[src/pkg/astx_cfg.svh]
// astx_cfg.svh: register offsets, field positions, reset values and timing counts
// assumes a 10 MHz hclk; included by bare name after the package
`ifndef ASTX_CFG_SVH
`define ASTX_CFG_SVH

// clock and timing
`define ASTX_CLK_PERIOD_NS   100
`define ASTX_T_STROBE_NS     200
`define ASTX_T_CLEAR_NS      500
`define ASTX_STROBE_CYC      ((`ASTX_T_STROBE_NS + `ASTX_CLK_PERIOD_NS - 1) / `ASTX_CLK_PERIOD_NS)
`define ASTX_CLEAR_CYC       ((`ASTX_T_CLEAR_NS + `ASTX_CLK_PERIOD_NS - 1) / `ASTX_CLK_PERIOD_NS)
`define ASTX_TICKS_PER_BIT   16
`define ASTX_DIV_HALF        1

// controller register offsets (byte addresses)
`define ASTX_REG_FORMAT      8'h00
`define ASTX_REG_TXDATA      8'h04
`define ASTX_REG_STATUS      8'h08
`define ASTX_REG_CONTROL     8'h0c

// format register fields
`define ASTX_FMT_LEN_LSB     0
`define ASTX_FMT_PDIS_BIT    2
`define ASTX_FMT_STOP_BIT    3
`define ASTX_FMT_EVEN_BIT    4
`define ASTX_FMT_FOLLOW_BIT  5

// status register fields
`define ASTX_ST_HOLD_EMPTY   0
`define ASTX_ST_SHIFT_EMPTY  1
`define ASTX_ST_PAR_ERR      2
`define ASTX_ST_LINE         3
`define ASTX_ST_LOAD_BUSY    4

// control register fields
`define ASTX_CTL_CLEAR_BIT   0

// reset values
`define ASTX_FMT_RST         5'h03
`define ASTX_FOLLOW_RST      1'b0

`endif

[src/pkg/astx_pkg.sv]
// astx_pkg: types shared by both ends of the serial transmitter link
// assumes nothing of its surroundings
`default_nettype none

package astx_pkg;

   // character format as held in the control latch
   typedef struct packed {
      logic       even_sel;
      logic       stop_sel;
      logic       par_dis;
      logic [1:0] len;
   } astx_fmt_s;

   // transmit sequencer states
   typedef enum logic [2:0] {
      ST_IDLE   = 3'b000,
      ST_START  = 3'b001,
      ST_DATA   = 3'b010,
      ST_PARITY = 3'b011,
      ST_STOP   = 3'b100
   } astx_tx_state_e;

endpackage

`default_nettype wire

[src/pkg/astx_link_if.sv]
// astx_link_if: pin bundle between the transmitter device and its host controller
// assumes both ends run on the same hclk; all pins are plain one-way levels
`default_nettype none

interface astx_link_if;
   logic       serial_tx_out;
   logic [7:0] tx_parallel_in;
   logic       tx_hold_load_n;
   logic       tx_hold_empty;
   logic       tx_shift_empty;
   logic       format_latch_load;
   logic       parity_disable;
   logic       stop_count_sel;
   logic       char_len_sel_lo;
   logic       char_len_sel_hi;
   logic       parity_even_sel;
   logic       tx_clock_16x;
   logic       parity_error_flag;
   logic       master_clear;

   modport dev (
      output serial_tx_out, tx_hold_empty, tx_shift_empty, parity_error_flag,
      input  tx_parallel_in, tx_hold_load_n, format_latch_load, parity_disable,
      input  stop_count_sel, char_len_sel_lo, char_len_sel_hi, parity_even_sel,
      input  tx_clock_16x, master_clear
   );

   modport host (
      input  serial_tx_out, tx_hold_empty, tx_shift_empty, parity_error_flag,
      output tx_parallel_in, tx_hold_load_n, format_latch_load, parity_disable,
      output stop_count_sel, char_len_sel_lo, char_len_sel_hi, parity_even_sel,
      output tx_clock_16x, master_clear
   );
endinterface

`default_nettype wire

[src/verilog/astx_dev.sv]
// astx_dev: transmit half of the asynchronous serial device with its format latch
// assumes every link input is synchronous to hclk; tx_clock_16x is sampled, not a clock
`include "astx_cfg.svh"
`default_nettype none

// How it works
// - frame order: start, data, parity, stop
// - line idles high between characters
// - falling start edge begins each character
// - host presents byte; low load strobe captures
// - short characters right-justified; upper inputs ignored
// - format bits latched while latch load high
// - host may pulse or tie latch load
// - parity disable stops generation and checking
// - parity error forced low while disabled
// - disabled parity: stop follows last data
// - stop select high two stops, else one
// - five-bit words with stop select: 1.5
// - length selects give 5, 6, 7, 8
// - parity sense shared by transmit and receive
// - sense high even parity, low odd
// - one bit per sixteen 16x clock ticks
// - load rise moves byte now or after frame
// - hold empty rises when byte moves on
// - shift empty high after stops until next
// - master clear empties registers, line high
module astx_dev #(
   parameter int TICKS_PER_BIT = `ASTX_TICKS_PER_BIT
) (
   // clock and reset
   input  wire logic hclk,
   input  wire logic hresetn,
   // link to the host controller
   astx_link_if.dev  link,
   // receive side parity result and frame event
   input  wire logic rx_parity_mismatch,
   output logic      frame_start
);

   localparam int CW = 6;
   localparam logic [CW-1:0] ONE_STOP = CW'(TICKS_PER_BIT);
   localparam logic [CW-1:0] TWO_STOP = CW'(2 * TICKS_PER_BIT);
   localparam logic [CW-1:0] HALF_STOP = CW'(TICKS_PER_BIT + TICKS_PER_BIT / 2);
   localparam logic [CW-1:0] BIT_LAST = CW'(TICKS_PER_BIT - 1);

   if (TICKS_PER_BIT < 2 || TICKS_PER_BIT > 31) begin : g_bad_ticks
      $error("astx_dev: TICKS_PER_BIT must lie in 2..31");
   end

   // state
   astx_pkg::astx_fmt_s        fmt_q;
   astx_pkg::astx_tx_state_e   state_q;
   astx_pkg::astx_tx_state_e   state_d;
   logic [7:0]                 hold_q;
   logic [7:0]                 shift_q;
   logic [7:0]                 shift_d;
   logic [CW-1:0]              cnt_q;
   logic [CW-1:0]              cnt_d;
   logic [2:0]                 bit_q;
   logic [2:0]                 bit_d;
   logic                       tx_q;
   logic                       tx_d;
   logic                       par_q;
   logic                       pend_q;
   logic                       hold_empty_q;
   logic                       shift_empty_q;
   logic                       shift_empty_d;
   logic                       load_n_prev_q;
   logic                       clk16_prev_q;
   logic                       perr_q;
   logic                       start_q;

   // decoded conditions
   wire astx_pkg::astx_fmt_s fmt_in = '{
      even_sel: link.parity_even_sel,
      stop_sel: link.stop_count_sel,
      par_dis:  link.parity_disable,
      len:      {link.char_len_sel_hi, link.char_len_sel_lo}
   };
   wire logic       tick       = link.tx_clock_16x & ~clk16_prev_q;
   wire logic       load_rise  = link.tx_hold_load_n & ~load_n_prev_q;
   wire logic       load_low   = ~link.tx_hold_load_n;
   wire logic [2:0] last_bit   = 3'd4 + {1'b0, fmt_q.len};
   wire logic [7:0] len_mask   = 8'hff >> (3'd3 - {1'b0, fmt_q.len});
   wire logic [7:0] char_data  = hold_q & len_mask;
   wire logic       data_par   = ^char_data;
   wire logic       par_bit    = fmt_q.even_sel ? data_par : ~data_par;
   wire logic [CW-1:0] stop_len =
      !fmt_q.stop_sel   ? ONE_STOP :
      (fmt_q.len == 2'b00) ? HALF_STOP : TWO_STOP;
   wire logic       bit_end    = tick & (cnt_q == BIT_LAST);
   wire logic       stop_end   = (state_q == astx_pkg::ST_STOP) & tick &
                                 (cnt_q == stop_len - CW'(1));
   wire logic       start_now  = pend_q & ((state_q == astx_pkg::ST_IDLE) | stop_end);

   // format latch follows its inputs while the load pin is high; never cleared by master clear
   always_ff @(posedge hclk or negedge hresetn) begin
      if (!hresetn) begin
         fmt_q <= `ASTX_FMT_RST;
      end else if (link.format_latch_load) begin
         fmt_q <= fmt_in;
      end
   end

   // pin edge detectors
   always_ff @(posedge hclk or negedge hresetn) begin
      if (!hresetn) begin
         load_n_prev_q <= 1'b1;
         clk16_prev_q  <= 1'b0;
      end else begin
         load_n_prev_q <= link.tx_hold_load_n;
         clk16_prev_q  <= link.tx_clock_16x;
      end
   end

   // holding register, pending transfer and hold-empty flag
   always_ff @(posedge hclk or negedge hresetn) begin
      if (!hresetn) begin
         hold_q       <= 8'h00;
         pend_q       <= 1'b0;
         hold_empty_q <= 1'b1;
      end else if (link.master_clear) begin
         hold_q       <= 8'h00;
         pend_q       <= 1'b0;
         hold_empty_q <= 1'b1;
      end else begin
         if (load_low) begin
            hold_q <= link.tx_parallel_in;
         end
         // a new rising edge wins over the transfer that consumes the old one
         pend_q       <= load_rise | (pend_q & ~start_now);
         // a character being entered wins over the transfer
         hold_empty_q <= ~load_low & (hold_empty_q | start_now);
      end
   end

   // sequencer next state
   always_comb begin
      state_d       = state_q;
      shift_d       = shift_q;
      cnt_d         = tick ? cnt_q + CW'(1) : cnt_q;
      bit_d         = bit_q;
      tx_d          = tx_q;
      shift_empty_d = shift_empty_q;
      unique case (state_q)
         astx_pkg::ST_IDLE: begin
            tx_d          = 1'b1;
            shift_empty_d = 1'b1;
         end
         astx_pkg::ST_START: begin
            if (bit_end) begin
               state_d = astx_pkg::ST_DATA;
               cnt_d   = '0;
               bit_d   = 3'd0;
               tx_d    = shift_q[0];
            end
         end
         astx_pkg::ST_DATA: begin
            if (bit_end) begin
               cnt_d = '0;
               if (bit_q == last_bit) begin
                  if (fmt_q.par_dis) begin
                     state_d = astx_pkg::ST_STOP;
                     tx_d    = 1'b1;
                  end else begin
                     state_d = astx_pkg::ST_PARITY;
                     tx_d    = par_q;
                  end
               end else begin
                  shift_d = shift_q >> 1;
                  tx_d    = shift_q[1];
                  bit_d   = bit_q + 3'd1;
               end
            end
         end
         astx_pkg::ST_PARITY: begin
            if (bit_end) begin
               state_d = astx_pkg::ST_STOP;
               cnt_d   = '0;
               tx_d    = 1'b1;
            end
         end
         astx_pkg::ST_STOP: begin
            if (stop_end) begin
               state_d       = astx_pkg::ST_IDLE;
               cnt_d         = '0;
               shift_empty_d = 1'b1;
            end
         end
         default: begin
            state_d = astx_pkg::ST_IDLE;
            tx_d    = 1'b1;
         end
      endcase
      // a waiting character starts the next frame in the same cycle the last one ends
      if (start_now) begin
         state_d       = astx_pkg::ST_START;
         shift_d       = char_data;
         cnt_d         = '0;
         bit_d         = 3'd0;
         tx_d          = 1'b0;
         shift_empty_d = 1'b0;
      end
   end

   // sequencer registers
   always_ff @(posedge hclk or negedge hresetn) begin
      if (!hresetn) begin
         state_q       <= astx_pkg::ST_IDLE;
         shift_q       <= 8'h00;
         cnt_q         <= '0;
         bit_q         <= 3'd0;
         tx_q          <= 1'b1;
         shift_empty_q <= 1'b1;
         par_q         <= 1'b0;
         start_q       <= 1'b0;
      end else if (link.master_clear) begin
         state_q       <= astx_pkg::ST_IDLE;
         shift_q       <= 8'h00;
         cnt_q         <= '0;
         bit_q         <= 3'd0;
         tx_q          <= 1'b1;
         shift_empty_q <= 1'b1;
         par_q         <= 1'b0;
         start_q       <= 1'b0;
      end else begin
         state_q       <= state_d;
         shift_q       <= shift_d;
         cnt_q         <= cnt_d;
         bit_q         <= bit_d;
         tx_q          <= tx_d;
         shift_empty_q <= shift_empty_d;
         start_q       <= start_now;
         if (start_now) begin
            par_q <= par_bit;
         end
      end
   end

   // receive parity status, clamped while parity is off
   always_ff @(posedge hclk or negedge hresetn) begin
      if (!hresetn) begin
         perr_q <= 1'b0;
      end else if (link.master_clear) begin
         perr_q <= 1'b0;
      end else begin
         perr_q <= ~fmt_q.par_dis & rx_parity_mismatch;
      end
   end

   // outputs
   assign link.serial_tx_out     = tx_q;
   assign link.tx_hold_empty     = hold_empty_q;
   assign link.tx_shift_empty    = shift_empty_q;
   assign link.parity_error_flag = perr_q;
   assign frame_start            = start_q;

endmodule

`default_nettype wire

[src/flat_wrapper.sv]
// flat-port wrapper written by rule: the top's interface ports become plain ports
module astx_dev_flat 
#(
   parameter int TICKS_PER_BIT = `ASTX_TICKS_PER_BIT
)
  (hclk, hresetn, rx_parity_mismatch, frame_start, link_serial_tx_out, link_tx_hold_empty, link_tx_shift_empty, link_parity_error_flag, link_tx_parallel_in, link_tx_hold_load_n, link_format_latch_load, link_parity_disable, link_stop_count_sel, link_char_len_sel_lo, link_char_len_sel_hi, link_parity_even_sel, link_tx_clock_16x, link_master_clear);
  astx_link_if link_i ();
  input  wire logic hclk;
  input  wire logic hresetn;
  input  wire logic rx_parity_mismatch;
  output logic frame_start;
  output wire logic [$bits(link_i.serial_tx_out)-1:0] link_serial_tx_out;
  output wire logic [$bits(link_i.tx_hold_empty)-1:0] link_tx_hold_empty;
  output wire logic [$bits(link_i.tx_shift_empty)-1:0] link_tx_shift_empty;
  output wire logic [$bits(link_i.parity_error_flag)-1:0] link_parity_error_flag;
  input wire logic [$bits(link_i.tx_parallel_in)-1:0] link_tx_parallel_in;
  input wire logic [$bits(link_i.tx_hold_load_n)-1:0] link_tx_hold_load_n;
  input wire logic [$bits(link_i.format_latch_load)-1:0] link_format_latch_load;
  input wire logic [$bits(link_i.parity_disable)-1:0] link_parity_disable;
  input wire logic [$bits(link_i.stop_count_sel)-1:0] link_stop_count_sel;
  input wire logic [$bits(link_i.char_len_sel_lo)-1:0] link_char_len_sel_lo;
  input wire logic [$bits(link_i.char_len_sel_hi)-1:0] link_char_len_sel_hi;
  input wire logic [$bits(link_i.parity_even_sel)-1:0] link_parity_even_sel;
  input wire logic [$bits(link_i.tx_clock_16x)-1:0] link_tx_clock_16x;
  input wire logic [$bits(link_i.master_clear)-1:0] link_master_clear;
  assign link_serial_tx_out = link_i.serial_tx_out;
  assign link_tx_hold_empty = link_i.tx_hold_empty;
  assign link_tx_shift_empty = link_i.tx_shift_empty;
  assign link_parity_error_flag = link_i.parity_error_flag;
  assign link_i.tx_parallel_in = link_tx_parallel_in;
  assign link_i.tx_hold_load_n = link_tx_hold_load_n;
  assign link_i.format_latch_load = link_format_latch_load;
  assign link_i.parity_disable = link_parity_disable;
  assign link_i.stop_count_sel = link_stop_count_sel;
  assign link_i.char_len_sel_lo = link_char_len_sel_lo;
  assign link_i.char_len_sel_hi = link_char_len_sel_hi;
  assign link_i.parity_even_sel = link_parity_even_sel;
  assign link_i.tx_clock_16x = link_tx_clock_16x;
  assign link_i.master_clear = link_master_clear;
  astx_dev #(.TICKS_PER_BIT(TICKS_PER_BIT)) u_core (.hclk(hclk), .hresetn(hresetn), .link(link_i), .rx_parity_mismatch(rx_parity_mismatch), .frame_start(frame_start));
endmodule
[config.mk]
export PLATFORM = sky130hd
export DESIGN_NAME = astx_dev_flat
export DESIGN_NICKNAME = d
export VERILOG_FILES = /design/src/pkg/astx_pkg.sv /design/src/pkg/astx_link_if.sv /design/src/verilog/astx_dev.sv /design/src/flat_wrapper.sv
export VERILOG_INCLUDE_DIRS = /design/src /design/src/pkg
export SDC_FILE = /design/constraint.sdc
export NUM_CORES = 1
export LEC_CHECK = 0
export BUFFER_PORTS_ARGS = -buffer_cell sky130_fd_sc_hd__buf_4
export CAP_MARGIN = 20
export CORE_UTILIZATION = 52
export DETAILED_ROUTE_END_ITERATION = 8
export PLACE_DENSITY = 0.78
export SLEW_MARGIN = 20
export SYNTH_ARGS = -nofsm -noshare
export SYNTH_HDL_FRONTEND = slang
export SYNTH_SLANG_ARGS = --single-unit
[constraint.sdc]
create_clock -name hclk -period 2.3 [get_ports hclk]
set_clock_uncertainty 0.2 [all_clocks]
set_input_delay 0.23 -clock hclk [delete_from_list [all_inputs] [get_ports hclk]]
set_output_delay 0.23 -clock hclk [all_outputs]
set_load 0.05 [all_outputs]
* After elaboration in Yosys (flattened, before gate mapping) *
Index checks and enable logic that the tools add are counted.

operators by class
  add/subtract/negate cells = 5
  equal/unequal tests = 17
  shifts and indexed selects = 1
  multiplexer cells = 49
  bitwise gates (word level) = 18
  reductions and logical operators = 14

operators with widths
  cell                                                                     count
  8-bit two-way mux                                                        7
  6-bit two-way mux                                                        7
  3-bit two-way mux                                                        13
  4-bit by 2-bit inequality test with 1-bit output, second input constant  5
  1-bit two-way mux                                                        17
  3-bit case mux with 5 select lines                                       1
  6-bit case mux with 2 select lines                                       1
  1-bit AND                                                                9
  3-bit by 2-bit inequality test with 1-bit output, second input constant  3
  8-bit AND                                                                1
  4-bit AND reduction                                                      2
  4-bit nonzero test                                                       2
  8-bit parity                                                             1
  8-bit by 3-bit right shift with 8-bit output, first input constant       1
  6-bit by 1-bit adder with 6-bit output, second input constant            1
  3-bit by 2-bit == test with 1-bit output, second input constant          2
  6-bit by 4-bit == test with 1-bit output, second input constant          1
  6-bit == test                                                            1
  3-bit case mux with 2 select lines                                       1
  6-bit AND reduction                                                      1
  3-bit nonzero test                                                       2
  6-bit by 1-bit subtractor with 6-bit output, second input constant       1
  1-bit NOT                                                                5
  4-bit by 3-bit inequality test with 1-bit output, second input constant  1
  16 further kinds                                                         18

storage, ports and cells
  register bits after elaboration = 42
  bits of input ports = 20
  output and inout bits = 5

* Depth between registers and ports, before layout *
  depth in word-level cells = 12
  depth in mapped cells = 8
  mapped depth without buffers = 6

* Least setup slack after synthesis *
Ideal clock, no wire load.

  kind = reg-to-reg
  start = register u_core.cnt_q[0]
  end = register u_core.shift_q[6]
  data arrival time = 2.142 ns
  slack = -0.136 ns
  cell stages (with the launch flop) = 9
  buffers on the path = 2
  period minus slack after synthesis = 2.436 ns
  path through = dfrtp_1 > ha_1 > nand4b_1 > or3_1 > clkbuf_1 > or3_1 > clkbuf_1 > mux2i_1 > a211oi_1

between the ends
  longest elaborated chain between the ends = 6
  elaborated cells between the ends (all ways) = 12

RTL lines
  element                                                                                    RTL line         text
  from (decl)                                                                                astx_dev.sv:57   logic [CW-1:0] cnt_q;
  from (signal assigned)                                                                     astx_dev.sv:229  cnt_q <= cnt_d;
  6-bit == test                                                                              astx_dev.sv:93   (cnt_q == stop_len - CW'(1));
  1-bit AND                                                                                  astx_dev.sv:92   wire logic stop_end = (state_q == astx_pkg::ST_STOP) & tick &
  1-bit OR                                                                                   astx_dev.sv:94   wire logic start_now = pend_q & ((state_q == astx_pkg::ST_IDLE) | stop_end);
  1-bit AND                                                                                  astx_dev.sv:94
  3-bit by 2-bit inequality test with 1-bit output (no source line) (tied with other cells)  --
  3-bit AND reduction (no source line) / 8-bit two-way mux (equally long branches)           --
  to (signal assigned)                                                                       astx_dev.sv:228  shift_q <= shift_d;
  to (decl)                                                                                  astx_dev.sv:55   logic [7:0] shift_q;

Several ways; a longest one is shown, not always the timed one.
A chain may end at the register's enable or synchronous reset.

* Final worst setup path *
  start = register u_core.state_q[1]
  end = register u_core.shift_q[7]

between the ends
  longest elaborated chain between the ends = 7
  elaborated cells between the ends (all ways) = 13

RTL lines
  element                                                                                    RTL line         text
  from (decl)                                                                                astx_dev.sv:52   astx_pkg::astx_tx_state_e state_q;
  from (signal assigned)                                                                     astx_dev.sv:209  state_q <= astx_pkg::ST_IDLE;
  from (signal assigned)                                                                     astx_dev.sv:218  state_q <= astx_pkg::ST_IDLE;
  from (signal assigned)                                                                     astx_dev.sv:227  state_q <= state_d;
  3-bit == test                                                                              astx_dev.sv:92
  1-bit AND (2 in series)                                                                    astx_dev.sv:92
  1-bit OR                                                                                   astx_dev.sv:94
  1-bit AND                                                                                  astx_dev.sv:94
  3-bit by 2-bit inequality test with 1-bit output (no source line) (tied with other cells)  --
  3-bit AND reduction (no source line) / 8-bit two-way mux (equally long branches)           --

Several ways; a longest one is shown, not always the timed one.

==> results by group <==
Die
  – Full die area: 0.00444 mm2
  – Initial Util: 54.3%
  – Vertical die dimension: 66.6 um
  – Die width: 66.6 um
  – Core area: 0.00400 mm2
  – Row cnt: 23
  – # IOs: 25

Worst hold path
  – Hold Path Cell Cnt: 3
  – Hold Crit Start: link_tx_parallel_in[4]
  – Hold EP: u_core.hold_q[4]$_DFFE_PN0P_
  – Min-delay worst type: in -> reg

STA
  – Final setup fails: 0
  – Final hold vios: 0
  – Period minus WS final: 2290 ps
  – Unrepaired setup endpoints after global routing: true
  – Worst-margin pin slew: 524 ps
  – FMAX: 437 MHz
  – Final period util: 99.6%
  – Slew Viols, Final: 0
  – Hold Worst Slack: 13.7 ps
  – Slew margin rel.: 65.1%

Drt
  – WL per Instance: 16.2 um
  – WL final: 5250 um
  – Post-DRT Antenna Nets: 0
  – Initial DRC count: 144
  – DR vias/cell: 5.64
  – DRC Markers: 0
  – Via count: 1826
  – First drt pass iteration count: 5

Critical path
  – CP max-delay cell: or4_4
  – Critical path fanouts, max: 8
  – Reg-to-Reg Start: u_core.state_q[1]$_DFFE_PN0P_
  – Max incr delay on CP: 500 ps
  – Worst reg2reg endpoint: u_core.shift_q[7]$_DFFE_PN0P_
  – Setup CP Type: reg -> reg
  – Cell Chain, Critical Path: or3b_4 -> or4_4 -> o22a_4 -> or3_4 -> a21oi_2
  – Startpoint types: register
  – Worst EP arrival: 2320 ps
  – Worst R2R Setup Slack: 10 ps
  – CP Capture Type: register
  – Required time worst endpoint: 2330 ps
  – Cells on worst reg2reg path: 5

Cells and area
  – Number of diodes: 0
  – Layout Nets: 295
  – Share of layout cells above drive strength 1: 27.0%
  – Layout area overhead: 30.1%
  – Core Util, Final: 70.6%
  – Post-route cell area: 0.00282 mm2

Global routing
  – Initial antenna violation count: 0
  – GRT overflow: 0
  – Number of global-route vias before repair: 1750
  – GRT Total Usage: 24.9%
  – First-pass GRT wire length: 8090 um
  – Largest net degree at the start of global routing: 43

Placement
  – Detail Placement HPWL: 3260 um
  – IO buf count: 24
  – DP Area: 0.00249 mm2
  – RePlAce Congestion: 0.885

Yosys
  – Synth top area cells: dfrtp_1 (41%), mux2i_1 (7.4%), dfstp_2 (7.3%), xnor2_1 (4.4%), nor2_1 (4.0%)
  – Post-Synthesis Cells: 216
  – Sequential area share after synthesis: 48.8%
  – Top-count cell post-synth: dfrtp_1
  – Ys flop type: dfrtp_1
  – Post-synthesis async set-or-reset flop share: 100%
  – Number of synthesized flops with an enable pin: 0
  – Synthesized cell area: 0.00217 mm2
  – Synth area leader: dfrtp_1
  – Synthesized Nets: 238
  – Post-synthesis register bit count: 42
  – Ys Warns: 0
  – Synthesized area per cell: 10.1 um2
  – Synth top area share: 41.5%
  – Cell variety after synth: 45
  – Synth top cells by count: dfrtp_1 (36), nor2_1 (23), o21ai_0 (17)

CTS
  – CTS tree: built
  – Clk_lat worst skew: 300 ps
  – CTS Buffer Depth: 2
  – CTS sink count: 42
  – CTS root buf: clkbuf_8
  – Clock slew at reported path FFs: 90 ps
  – Total CTS buffers: 5
  – H-Tree Level Count: 2

Power and ir drop
  – Leakage: 0.00129 uW
  – Pwr Total: 1640 uW
  – PD cells: 582 mW/mm2
  – Maximum vdd drop: 0.000509 V

Flow run
  – Max Cap Viol: 0

Outcome
  – Outcome: finished, final reports clean
## power breakdown
group          switching (uW)  total [uW]  internal, uW
Sequential               28.7         808           780
Combinational             141         275           134
Clock                     256         559           303
## flip-flops by register name, indices dropped and copies added, names as in the netlist, 3 cells and up
register	flops
u_core.cnt_q	6
u_core.shift_q	8
u_core.fmt_q	5
u_core.state_q	3
u_core.hold_q	8
u_core.bit_q	3
## layout by cell type, fill, tap and decap left out, drive strengths merged, types with 2 or more instances in the layout
cell type / count
buf: 47
dfrtp: 36
nor2: 23
o21ai: 17
mux2i: 16
dlygate4sd3: 16
a21oi: 16
xnor2: 11
nand2: 10
clkbuf: 8
nand2b: 6
dfstp: 6
xor2: 5
a31oi: 5
nand4: 4
mux2: 4
or3: 4
nor3: 3
a211oi: 3
or2: 2
nor3b: 2
inv: 2
nor4: 2
and3: 2
o21a: 2
nand3: 2
or4: 2
o311ai: 2
ha: 2
## critical path: cells and delay by family, from the launching register on
kind            cells  cell delay [ps]
simple gates        3             1280
compound gates      2              340
flops               1              390
## repair_timing
| item | 4_1_cts | 5_1_grt |
|---|---|---|
| pin swaps | 1 | 5 |
| setup endpoints to repair | 6 | 13 |
| gates resized for setup | 2 | 8 |
| gates cloned | 0 | 0 |
| hold endpoints to repair | 50 | 0 |
| buffers inserted | 1 | 5 |
| hold buffers | 16 | 0 |
## layout make-up
cell class | instances | area, um2
multi-input cells | 159 | 1070
flip-flops and latches | 42 | 1060
repair buffers | 63 | 513
fillers | 273 | 1180
inverters | 2 | 7.51
well taps | 50 | 62.6
clock buffers | 8 | 110
## layer usage
layer | track usage (%) | share of wire (%) | vias up
li1 | - | - | 886
met4 | 8.78 | 1.4 | 0
met3 | 5.14 | 4.0 | 8
met5 | 0 | 0 | -
met1 | 31.8 | 45 | 883
met2 | 41.5 | 49 | 49
## how the worst max path moves through the flow
stage | end | cells after the start | start | slack (ps)
2_1_floorplan | u_core.shift_q[7]$_DFFE_PN0P_ | 6 | u_core.state_q[0]$_DFFE_PN0P_ | -20
4_1_cts | u_core.shift_q[7]$_DFFE_PN0P_ | 5 | u_core.state_q[0]$_DFFE_PN0P_ | 20
6_report | u_core.shift_q[7]$_DFFE_PN0P_ | 5 | u_core.state_q[1]$_DFFE_PN0P_ | 10
3_3_place_gp | u_core.shift_q[6]$_DFFE_PN0P_ | 6 | u_core.cnt_q[0]$_DFF_PN0_ | 30
3_5_place_dp | u_core.shift_q[1]$_DFFE_PN0P_ | 6 | u_core.state_q[0]$_DFFE_PN0P_ | -10
5_1_grt | u_core.state_q[0]$_DFFE_PN0P_ | 7 | u_core.cnt_q[0]$_DFF_PN0_ | -40
## cell families after synthesis
group	after synthesis	synth area share, %
AND/OR/NAND/NOR	67	15.9
flip-flops	42	48.8
XOR/XNOR	16	6.46
multiplexers	20	9.45
AO/OA/AOI/OAI	54	15.2
adder cells (fa/ha/maj)	2	1.15
buffers and inverters	15	3.11
## stage by stage
step	setup slack, ps	cells	setup TNS, ps
finish	10.0	324	0
global route	-41.3	324	-246
CTS	20.3	320	0
detailed placement	-13.0	295	-24.0
global placement	33.6	295	0
floorplan	-22.5	216	-40.5
Power figures use the tool's default switching activity.
